## src/core/asd_pkg.sv

```systemverilog
// package for the add and shift execution datapath
// assumes one core clock; decoder supplies binary-encoded 3-bit op codes
package asd_pkg;
	// operation select from the decoder
	typedef enum logic [2:0] {
		ASD_OP_NONE,
		ASD_OP_POINTER_LITERAL_ADD,
		ASD_OP_LITERAL_AND,
		ASD_OP_LITERAL_ADD,
		ASD_OP_REGISTER_AND,
		ASD_OP_REGISTER_ADD,
		ASD_OP_ARITH_SHIFT_RIGHT,
		ASD_OP_REGISTER_ADD_CARRY
	} asd_op_t;
	localparam int ASD_DATA_W = 8;
	localparam int ASD_PTR_W = 16;
	localparam int ASD_OFS_W = 6;
	localparam int ASD_FADDR_W = 7;
	localparam int ASD_NIB_BIT = 4;
	localparam int ASD_MSB = 7;
	localparam logic ASD_DEST_ACC = 1'b0;
	localparam logic [7:0] ASD_ACC_RST = 8'h00;
	localparam logic [15:0] ASD_PTR_RST = 16'h0000;
endpackage

```

## src/core/asd_datapath.sv

```systemverilog
// execution datapath for add, and and shift operations of an 8-bit core
// assumes decoder presents op and operands for one cycle with op_valid_in
// Summary of operation
// - pointer add sign-extends 6-bit literal onto chosen 16-bit pointer, flags unchanged
// - pointer sum wraps modulo 2^16, never saturates
// - literal and: accumulator AND 8-bit literal into accumulator, only zero flag
// - literal add: accumulator plus literal into accumulator, carry, nibble carry, zero
// - register and: accumulator AND file register, zero only, dest bit selects target
// - register add: accumulator plus file register, three flags, dest bit selects target
// - arithmetic shift right keeps bit 7, bit 0 to carry, updates carry and zero
// - add with carry: accumulator plus file register plus carry, three flags, dest select
`default_nettype none
module asd_datapath
	import asd_pkg::*;
(
	input wire logic clk_in, // core clock
	input wire logic rstn_in, // sync reset, low
	input wire logic op_valid_in, // operation present
	input wire asd_pkg::asd_op_t op_in, // operation select
	input wire logic [asd_pkg::ASD_DATA_W-1:0] literal_in, // 8-bit literal
	input wire logic [asd_pkg::ASD_OFS_W-1:0] ptr_ofs_in, // signed pointer offset
	input wire logic ptr_sel_in, // pointer 0 or 1
	input wire logic [asd_pkg::ASD_FADDR_W-1:0] faddr_in, // file register address
	input wire logic [asd_pkg::ASD_DATA_W-1:0] fdata_in, // file register contents
	input wire logic dest_in, // 0 accumulator, 1 file
	output logic [asd_pkg::ASD_DATA_W-1:0] acc_out, // accumulator
	output logic carry_flag_out, // carry flag
	output logic nibble_carry_flag_out, // nibble carry flag
	output logic zero_flag_out, // zero flag
	output logic [asd_pkg::ASD_PTR_W-1:0] ptr0_out, // indirect pointer 0
	output logic [asd_pkg::ASD_PTR_W-1:0] ptr1_out, // indirect pointer 1
	output logic fwrite_out, // file write pulse
	output logic [asd_pkg::ASD_FADDR_W-1:0] fwaddr_out, // file write address
	output logic [asd_pkg::ASD_DATA_W-1:0] fwdata_out // file write data
);
	import asd_pkg::*;

	logic [ASD_DATA_W-1:0] acc_q;
	logic c_q, nc_q, z_q;
	logic [ASD_PTR_W-1:0] ptr_q [2];
	logic fwr_q;
	logic [ASD_FADDR_W-1:0] fwa_q;
	logic [ASD_DATA_W-1:0] fwd_q;
	logic [ASD_DATA_W-1:0] res_d, add_b;
	logic cin, c_d, nc_d, is_add, is_and, is_shift, is_reg, to_acc;
	logic [ASD_NIB_BIT:0] lo_sum;
	logic [ASD_DATA_W:0] full_sum;
	logic [ASD_PTR_W-1:0] ptr_sum;

	// operand and result selection
	always_comb begin
		is_add = (op_in == ASD_OP_LITERAL_ADD) || (op_in == ASD_OP_REGISTER_ADD)
			|| (op_in == ASD_OP_REGISTER_ADD_CARRY);
		is_and = (op_in == ASD_OP_LITERAL_AND) || (op_in == ASD_OP_REGISTER_AND);
		is_shift = (op_in == ASD_OP_ARITH_SHIFT_RIGHT);
		is_reg = (op_in == ASD_OP_REGISTER_AND) || (op_in == ASD_OP_REGISTER_ADD)
			|| (op_in == ASD_OP_ARITH_SHIFT_RIGHT) || (op_in == ASD_OP_REGISTER_ADD_CARRY);
		add_b = is_reg ? fdata_in : literal_in;
		cin = (op_in == ASD_OP_REGISTER_ADD_CARRY) ? c_q : 1'b0;
		lo_sum = {1'b0, acc_q[ASD_NIB_BIT-1:0]} + {1'b0, add_b[ASD_NIB_BIT-1:0]}
			+ {{ASD_NIB_BIT{1'b0}}, cin};
		full_sum = {1'b0, acc_q} + {1'b0, add_b} + {{ASD_DATA_W{1'b0}}, cin};
		c_d = c_q;
		nc_d = nc_q;
		case (op_in)
			ASD_OP_LITERAL_AND, ASD_OP_REGISTER_AND: begin
				res_d = acc_q & add_b;
			end
			ASD_OP_LITERAL_ADD, ASD_OP_REGISTER_ADD, ASD_OP_REGISTER_ADD_CARRY: begin
				res_d = full_sum[ASD_DATA_W-1:0];
				c_d = full_sum[ASD_DATA_W];
				nc_d = lo_sum[ASD_NIB_BIT];
			end
			ASD_OP_ARITH_SHIFT_RIGHT: begin
				res_d = {fdata_in[ASD_MSB], fdata_in[ASD_MSB:1]};
				c_d = fdata_in[0];
			end
			default: begin
				res_d = acc_q;
			end
		endcase
		// literal ops always target the accumulator
		to_acc = !is_reg || (dest_in == ASD_DEST_ACC);
		ptr_sum = ptr_q[ptr_sel_in] + {{(ASD_PTR_W-ASD_OFS_W){ptr_ofs_in[ASD_OFS_W-1]}}, ptr_ofs_in};
	end

	// accumulator update
	always_ff @(posedge clk_in) begin
		if (!rstn_in) begin
			acc_q <= ASD_ACC_RST;
		end else if (op_valid_in && (is_add || is_and || is_shift) && to_acc) begin
			acc_q <= res_d;
		end
	end

	// status flags; untouched flags hold
	always_ff @(posedge clk_in) begin
		if (!rstn_in) begin
			c_q <= 1'b0;
			nc_q <= 1'b0;
			z_q <= 1'b0;
		end else if (op_valid_in && (is_add || is_and || is_shift)) begin
			c_q <= c_d;
			nc_q <= nc_d;
			z_q <= (res_d == '0);
		end
	end

	// indirect pointers, wrapping add
	always_ff @(posedge clk_in) begin
		if (!rstn_in) begin
			ptr_q[0] <= ASD_PTR_RST;
			ptr_q[1] <= ASD_PTR_RST;
		end else if (op_valid_in && op_in == ASD_OP_POINTER_LITERAL_ADD) begin
			ptr_q[ptr_sel_in] <= ptr_sum;
		end
	end

	// file register write-back
	always_ff @(posedge clk_in) begin
		if (!rstn_in) begin
			fwr_q <= 1'b0;
			fwa_q <= '0;
			fwd_q <= '0;
		end else begin
			fwr_q <= op_valid_in && is_reg && !to_acc;
			fwa_q <= faddr_in;
			fwd_q <= res_d;
		end
	end

	assign acc_out = acc_q;
	assign carry_flag_out = c_q;
	assign nibble_carry_flag_out = nc_q;
	assign zero_flag_out = z_q;
	assign ptr0_out = ptr_q[0];
	assign ptr1_out = ptr_q[1];
	assign fwrite_out = fwr_q;
	assign fwaddr_out = fwa_q;
	assign fwdata_out = fwd_q;

	// pointer add leaves flags alone
	property p_ptr_flags;
		@(posedge clk_in) disable iff (!rstn_in)
		(op_valid_in && op_in == ASD_OP_POINTER_LITERAL_ADD)
			|=> $stable(c_q) && $stable(nc_q) && $stable(z_q);
	endproperty
	a_ptr_flags: assert property (p_ptr_flags) else $error("pointer add changed a flag");

	// pointer 0 wraps modulo 2^16
	property p_ptr_wrap;
		@(posedge clk_in) disable iff (!rstn_in)
		(op_valid_in && op_in == ASD_OP_POINTER_LITERAL_ADD && !ptr_sel_in)
			|=> ptr_q[0] == 16'($past(ptr_q[0]) + {{10{$past(ptr_ofs_in[5])}}, $past(ptr_ofs_in)});
	endproperty
	a_ptr_wrap: assert property (p_ptr_wrap) else $error("pointer sum wrong");

	// literal and result and carry hold
	property p_land;
		@(posedge clk_in) disable iff (!rstn_in)
		(op_valid_in && op_in == ASD_OP_LITERAL_AND)
			|=> acc_q == ($past(acc_q) & $past(literal_in)) && $stable(c_q) && $stable(nc_q);
	endproperty
	a_land: assert property (p_land) else $error("literal and wrong");

	// literal add result and carry
	property p_ladd;
		@(posedge clk_in) disable iff (!rstn_in)
		(op_valid_in && op_in == ASD_OP_LITERAL_ADD)
			|=> {c_q, acc_q} == {1'b0, $past(acc_q)} + {1'b0, $past(literal_in)};
	endproperty
	a_ladd: assert property (p_ladd) else $error("literal add wrong");

	// register and to file keeps accumulator
	property p_rand_f;
		@(posedge clk_in) disable iff (!rstn_in)
		(op_valid_in && op_in == ASD_OP_REGISTER_AND && dest_in)
			|=> fwr_q && $stable(acc_q) && fwd_q == ($past(acc_q) & $past(fdata_in));
	endproperty
	a_rand_f: assert property (p_rand_f) else $error("register and dest wrong");

	// register add to accumulator, no file write
	property p_radd;
		@(posedge clk_in) disable iff (!rstn_in)
		(op_valid_in && op_in == ASD_OP_REGISTER_ADD && !dest_in)
			|=> !fwr_q && {c_q, acc_q} == {1'b0, $past(acc_q)} + {1'b0, $past(fdata_in)};
	endproperty
	a_radd: assert property (p_radd) else $error("register add wrong");

	// shift keeps msb, lsb to carry
	property p_asr;
		@(posedge clk_in) disable iff (!rstn_in)
		(op_valid_in && op_in == ASD_OP_ARITH_SHIFT_RIGHT && dest_in)
			|=> c_q == $past(fdata_in[0]) && fwd_q[7] == $past(fdata_in[7]) && $stable(nc_q);
	endproperty
	a_asr: assert property (p_asr) else $error("shift wrong");

	// add with carry includes old carry
	property p_addc;
		@(posedge clk_in) disable iff (!rstn_in)
		(op_valid_in && op_in == ASD_OP_REGISTER_ADD_CARRY && !dest_in)
			|=> {c_q, acc_q} == {1'b0, $past(acc_q)} + {1'b0, $past(fdata_in)} + {8'h00, $past(c_q)};
	endproperty
	a_addc: assert property (p_addc) else $error("add with carry wrong");

	// zero flag tracks result
	property p_zero;
		@(posedge clk_in) disable iff (!rstn_in)
		(op_valid_in && !dest_in && (op_in == ASD_OP_LITERAL_ADD || op_in == ASD_OP_REGISTER_ADD))
			|=> z_q == (acc_q == 8'h00);
	endproperty
	a_zero: assert property (p_zero) else $error("zero flag wrong");

	// idle cycles keep all flags
	property p_hold;
		@(posedge clk_in) disable iff (!rstn_in)
		(!op_valid_in) |=> $stable(c_q) && $stable(nc_q) && $stable(z_q) && $stable(acc_q);
	endproperty
	a_hold: assert property (p_hold) else $error("state changed while idle");
endmodule
`default_nettype wire

```

## config.mk

```make
export PLATFORM = sky130hd
export DESIGN_NAME = asd_datapath
export DESIGN_NICKNAME = d
export VERILOG_FILES = /design/src/core/asd_pkg.sv /design/src/core/asd_datapath.sv
export SDC_FILE = /design/constraint.sdc
export NUM_CORES = 1
export LEC_CHECK = 0
export ABC_AREA = 1
export BUFFER_PORTS_ARGS = -buffer_cell sky130_fd_sc_hd__buf_4
export CAP_MARGIN = 5
export CORE_UTILIZATION = 58
export DETAILED_ROUTE_END_ITERATION = 10
export GPL_TIMING_DRIVEN = 0
export PLACE_DENSITY = 0.95
export SLEW_MARGIN = 20
export SYNTH_ARGS = -nofsm -noshare
export SYNTH_HDL_FRONTEND = slang
export SYNTH_SLANG_ARGS = --single-unit
```

## constraint.sdc

```tcl
create_clock -name clk_in -period 8.35 [get_ports clk_in]
set_input_delay 1.67 -clock clk_in [delete_from_list [all_inputs] [get_ports clk_in]]
set_output_delay 1.67 -clock clk_in [all_outputs]
set_load 0.02 [all_outputs]
```

==> results of run 1 <==
layer usage:
| layer | vias up | share of wire | global-route usage |
|---|---|---|---|
| met2 | 257 | 0.49 | 0.556 |
| met1 | 1745 | 0.38 | 0.373 |
| met5 | - | 0 | 0 |
| met4 | 0 | 0.027 | 0.161 |
| li1 | 1817 | - | - |
| met3 | 31 | 0.10 | 0.0756 |
worst max-delay path, delay by kind of cell:
kind / cells / cell delay [ns]
and+or+nand+nor: 4 / 0.60
adders and majority gates: 1 / 0.28
buffers and inverters: 3 / 0.55
xor gates and xnor gates: 1 / 0.21
AOI/OAI and AO/OA: 4 / 0.88
cells in the final DEF, fill, tap and decap left out, drive strengths merged:
cell type,instances
nand2,156
buf,102
nor2,66
inv,62
a21oi,35
edfxtp,32
dfxtp,27
ha,23
nand3,21
o21ai,19
clkbuf,13
xor2,8
nand4,8
xnor2,7
or2,5
o211ai,3
nor3,3
o31ai,3
fa,3
clkinv,2
nor4,1
a21o,1
o21bai,1
and3,1
a21boi,1
o2111ai,1
power groups by stage:
stage	Sequential (mW)	Clock (mW)	Combinational, mW
4_1_cts	0.331	0.267	0.209
6_report	0.332	0.263	0.213
5_1_grt	0.333	0.277	0.233
3_5_place_dp	0.338	0	0.207
3_3_place_gp	0.337	0	0.199
2_1_floorplan	0.355	0	0.118
registers in the layout, indices dropped and copies added, names as in the netlist:
register	flops
fwrite_out	1
zero_flag_out	1
nibble_carry_flag_out	1
acc_out	8
carry_flag_out	1
ptr_q	32
fwaddr_out	7
fwdata_out	8
worst paths after layout:
path | startpoint | cells past startpoint | to
max | ptr_sel_in | 13 | ptr_q[1][11]
min | zero_flag_out | 2 | zero_flag_out
min reg2reg | zero_flag_out | 2 | zero_flag_out
max reg2reg | ptr_q[1][1] | 11 | ptr_q[1][11]
area by class of cell:
type / instances / share of cell area
plain buffers: 12 / 0.0128
clock buffers: 10 / 0.0317
clock inverters: 6 / 0.0107
inverters: 58 / 0.0463
multi-input cells: 366 / 0.410
flip-flops and latches: 59 / 0.320
well taps: 75 / 0.0200
repair buffers: 93 / 0.149
cell families after synthesis:
logic type | Yosys count | share of synthesized area
AO/OA/AOI/OAI | 64 | 0.0955
XOR/XNOR | 15 | 0.0354
adder cells (fa/ha/maj) | 26 | 0.0938
buffers and inverters | 70 | 0.0749
flip-flops | 59 | 0.405
AND/OR/NAND/NOR | 261 | 0.295
metrics by stage:
| stage | setup slack [ns] | instance area, sq um | power [mW] | instances | hold WS (ns) |
|---|---|---|---|---|---|
| floorplan | 4.44 | 3710 | 0.473 | 495 | 0.540 |
| global placement | 4.09 | 4500 | 0.536 | 663 | 0.471 |
| detailed placement | 3.97 | 4500 | 0.545 | 663 | 0.475 |
| CTS | 4.33 | 4700 | 0.808 | 679 | 0.487 |
| global route | 4.06 | 4700 | 0.843 | 679 | 0.514 |
| finish | 4.26 | 4700 | 0.808 | 679 | 0.493 |
==> results.ini, run 1 <==
[worst_setup_path]
crit_path_frequent_cell = a21oi_1
cp.arrival_ns = 4.19
criticalPathCategory = in -> reg
startpoint_type = primary input
worstPathMaxFanout = 9
slowest_stage = or2_2
required_ns = 8.45
critical_path.cell_chain = buf_2 > clkinv_1 > or2_2 > o21ai_0 > inv_1 > ha_1 > nand3_1 > nand2_1 > a21oi_1 > o21ai_2 > a21oi_1 > xor2_1 > nor2_1
setup.worst_path.end_class = flop
worst_path_largest_cell_delay_ns = 0.36
rrSetupSlack_ns = 5.72

[logic_synthesis]
ys.flop_type = edfxtp_1
syn_nets = 558
yosysMostFrequentCell = nand2_1
avgSynthCellArea_sq_um = 7.49
ys_seq_area_frac = 0.405
synth_area_leaders = edfxtp_1 26%, nand2_1 15%, dfxtp_1 15%, ha_1 7.8%, nor2_1 6.4%
yosys.cell_types.count = 35
syn_area_sq_mm = 0.00371
yosys-top-cells-count = 152 x nand2_1, 63 x nor2_1, 54 x inv_1
yosys.area.top_type = edfxtp_1
synth_edf_count = 32
yosys_warnings = 0
syn_inst = 495
ys_seq_elements = 59
ys_async_sr_fraction = 0
synth_top_area_share = 0.259

[detailed_routing]
wl_per_cell_microns = 15.1
route.antenna.remaining_nets = 0
finalWirelength_mm = 10.2
vias = 3850
drt_pass1_iterations = 5
drt_iter0_drc = 306
post-route-drc-count = 0
routed_via_density = 5.67

[clocking]
clk_pin_slew_ns = 0.07
cts_tree = built
cts_buffer_depth = 2
cts_max_level = 3
clk_latency_ns = 0.35
cts-root-buf = clkbuf_8
post_cts_resized = 0
clock_sinks = 59
numCtsBuffers = 9
post_cts_buffers = 0
holdBufCountCts = 0

[sta]
setup_viol = 0
fin_crit_ns = 4.09
slew_headroom = 0.481
tns_ns = 0
worst_pin_slew_ns = 0.777
clock.fmax_mhz = 245
fin_worst_skew_ns = 0.0109
rsz0062_at_grt = no
min_period_over_period = 0.489
maxSlewViolCount = 0
finalHoldViolations = 0

[grt]
grt_pass1_vias = 3630
track_usage = 0.323
grt_start_max_net_pins = 17
grt_overflow = 0
antenna_found_initial = 0
grt_pass1_wl_mm = 16.2

[die]
core_sq_mm = 0.00603
fp-row-count = 28
die_w_microns = 82.0
dieArea_sq_mm = 0.00672
die_h_microns = 82.0
initial_core_util = 0.615
io_pins = 96

[placed_design]
hpwl_mm = 7.73
place_congestion = 0.930
port_buffers = 93

[min_path]
min-delay-path-class = reg -> reg

[finish]
multi_input_area_sq_mm = 0.00193
num_antenna_cells = 0
syn_to_final_growth_pct = 26.7
fin_nets = 662
seq_area_sq_mm = 0.00150
nFillCells = 448
drive_above_1_share = 0.224
final_util = 0.780

[pwr]
p_seq_frac = 0.411
power_frac_clock = 0.326
p_sw_uw = 276
power_density_mw_per_mm2 = 172
p_leak_nw = 2.44
ir_drop_uv = 166
comb_power_share = 0.263
p_sw_frac = 0.341
intPower_uw = 532

[status]
status = finished clean

[run]
maxCapViolCount = 0

(Power assumes the default switching activity.)
==> run 2, diff against run 1 <==
Settings changed: ABC_AREA 1 to 0, CORE_UTILIZATION 58 to 54, PLACE_DENSITY 0.95 to 0.92.
Clock period 8.35 ns to 4 ns, I/O delays scaled along.
==> run 2 against run 1 <==
Effect of this change: sequential cell count stayed put; clock power is 100% higher; synthesized area is 3.8% higher; cell area is 3.5% higher; first-iteration DRC count is 37% lower; hold slack better by 0.0029 ns; wire length is 1.2% higher.
==> results.ini, run 2 <==
[logic_synthesis]
yosysMostFrequentCell = nor2_1
synth_edf_count = 32  ; unchanged
yosys-top-cells-count = 41 x nor2_1, 32 x edfxtp_1, 27 x dfxtp_1
synth_top_area_share = 0.250  ; -0.00944
yosys.cell_types.count = 64  ; +83%
ys_async_sr_fraction = 0  ; unchanged
syn_inst = 397  ; -20%
synth_area_leaders = edfxtp_1 25%, dfxtp_1 14%, ha_1 7.5%, mux2_2 7.0%, nor2_1 4.0%
syn_nets = 460  ; -18%
yosys_warnings = 0  ; unchanged
ys_seq_elements = 59  ; unchanged
ys_seq_area_frac = 0.390  ; -0.0148
syn_area_sq_mm = 0.00385  ; +3.8%
ys.flop_type = edfxtp_1
avgSynthCellArea_sq_um = 9.69  ; +29%
yosys.area.top_type = edfxtp_1

[sta]
fin_crit_ns = 3.69
min_period_over_period = 0.924
clock.fmax_mhz = 271
setup_viol = 0  ; unchanged
fin_worst_skew_ns = 0.0119  ; +0.000996 ns
finalHoldViolations = 0  ; unchanged
slew_headroom = 0.484  ; +0.00313
worst_pin_slew_ns = 0.772  ; -0.00468 ns
rsz0062_at_grt = no
maxSlewViolCount = 0  ; unchanged

[placed_design]
place_congestion = 0.960  ; +3.2%
hpwl_mm = 7.66  ; -0.83%
placed_cell_area_sq_mm = 0.00467  ; +3.7%
port_buffers = 93  ; unchanged
place_inst = 586  ; -12%

[worst_setup_path]
startpoint_type = primary input
worstPathMaxFanout = 10  ; +1
reg2reg_depth = 10  ; -1
criticalPathCategory = in -> reg
rrSetupSlack_ns = 1.25  ; -4.47 ns
reg2reg_to = zero_flag_out
setup.worst_path.end_class = flop
required_ns = 4.19  ; -4.26 ns
reg2reg_from = carry_flag_out
cp.arrival_ns = 3.89  ; -0.30 ns

[finish]
final_util = 0.712  ; -0.0680
mostFrequentLayoutCells = 93 x buf_4, 41 x nor2_1, 32 x edfxtp_1
fin_nets = 564  ; -15%
drive_above_1_share = 0.304  ; +0.0808
final_area_sq_mm = 0.00486  ; +3.5%
mostFrequentLayoutCell = buf_4
num_antenna_cells = 0  ; unchanged
largest_reg_flops = 32  ; unchanged
syn_to_final_growth_pct = 26.4
stdcell_count = 602  ; -11%
largest-register = ptr_q

[clocking]
cts_tree = built
numCtsBuffers = 9  ; unchanged
clock_sinks = 59  ; unchanged
cts_buffer_depth = 2  ; unchanged
cts-root-buf = clkbuf_8
holdBufCountCts = 0  ; unchanged
clk_pin_slew_ns = 0.08  ; about the same
post_cts_buffers = 0  ; unchanged
clk_latency_ns = 0.35  ; about the same
cts_max_level = 3  ; unchanged

[detailed_routing]
finalWirelength_mm = 10.4  ; +1.2%
drt_iter0_drc = 192  ; -37%
route.antenna.remaining_nets = 0  ; unchanged
vias = 3572  ; -7.2%
routed_via_density = 5.93  ; +4.6%
drt_pass1_iterations = 5  ; unchanged
post-route-drc-count = 0  ; unchanged
wl_per_cell_microns = 17.2  ; +14%

[grt]
track_usage = 0.288  ; -0.0344
grt_start_max_net_pins = 17  ; unchanged
grt_overflow = 0  ; unchanged
grt_pass1_vias = 3472  ; -4.4%
grt_pass1_wl_mm = 16.5  ; +1.4%
antenna_found_initial = 0  ; unchanged

[die]
core_sq_mm = 0.00683  ; +13%
fp-row-count = 30  ; +7.1%
io_pins = 96  ; unchanged
die_w_microns = 86.4  ; +5.4%
die_h_microns = 86.4  ; +5.4%
initial_core_util = 0.563  ; -0.0521
dieArea_sq_mm = 0.00747  ; +11%

[pwr]
ir_drop_uv = 230  ; +39%
power_density_mw_per_mm2 = 345  ; +100%
power_mw = 1.68  ; +110%
p_leak_nw = 2.16  ; -11%

[min_path]
min-delay-path-class = reg -> reg
hold_end = zero_flag_out
holdCritStartpoint = zero_flag_out
hold_depth = 2  ; unchanged

[status]
status = finished clean

[run]
maxCapViolCount = 0  ; unchanged

[run 2: cell count changes after synthesis, sizes merged, moves of 5 or more]
cell,previous run,this run
a21oi,35,27
and2,0,16
inv,57,12
mux2,0,25
mux2i,0,5
nand2,156,23
nand2b,0,7
nand3,21,7
nor2,66,42
nor2b,0,12
[run 2: logic make-up after synthesis]
logic type	after synthesis	synth area share
muxes	30	0.0862
adders and majority gates	27	0.0930
AOI/OAI and AO/OA	95	0.169
and+or+nand+nor	141	0.192
DFF	59	0.390
buffers and inverters	31	0.0377
xor gates and xnor gates	14	0.0319
[run 2: worst max-delay path by stage]
stage | start | to | slack [ns] | cells after the start
2_1_floorplan | op_in[2] | zero_flag_out | 0.42 | 13
3_3_place_gp | op_in[2] | zero_flag_out | -0.14 | 13
3_5_place_dp | op_in[2] | zero_flag_out | -0.19 | 13
4_1_cts | op_in[2] | zero_flag_out | 0.16 | 13
5_1_grt | op_in[2] | zero_flag_out | 0.15 | 13
6_report | ptr_sel_in | ptr_q[1][15] | 0.31 | 11
[run 2: timing repair]
item                                    in CTS  in global routing
endpoints found under the setup margin       0                  1
endpoints found under the hold margin        0                  0
resized for setup                            0                  1
[run 2: final cells by class]
type / instances / area (sq um)
Fill cell: 518 / 1970
Clock buffer: 12 / 166
Tap cell: 96 / 120
Clock inverter: 4 / 23.8
Inverter: 12 / 45.0
Sequential cell: 59 / 1500
Timing Repair Buffer: 93 / 698
Buffer: 19 / 100
Multi-Input combinational cell: 307 / 2210
[run 2: critical path, cell delays in order]
cell and delay, ns:
clkbuf_1 0.41, clkbuf_1 0.54, mux2_2 0.42, ha_1 0.27, buf_2 0.17, and4_1 0.24
a21boi_1 0.18, o21a_1 0.22, nor3_1 0.10, or3_1 0.38, a21oi_1 0.16
[run 2: report_power, final]
part	switching [mW]	internal, mW
clock	0.253	0.277
combinational	0.261	0.195
sequential	0.0204	0.671
[run 2: stage by stage]
step | setup WS (ns) | setup TNS [ns] | hold WS [ns]
after floorplan | 0.425 | 0 | 0.560
after global placement | -0.141 | -0.146 | 0.477
after detailed placement | -0.186 | -0.279 | 0.491
after CTS | 0.159 | 0 | 0.500
after global routing | 0.149 | 0 | 0.522
final | 0.305 | 0 | 0.496
[run 2: metal layers]
| metal | global-route usage | vias up | routed length, microns |
|---|---|---|---|
| li1 | - | 1671 | - |
| met1 | 0.338 | 1662 | 4040 |
| met2 | 0.491 | 206 | 5120 |
| met3 | 0.0743 | 33 | 876 |
| met4 | 0.142 | 0 | 320 |
| met5 | 0 | - | 0 |
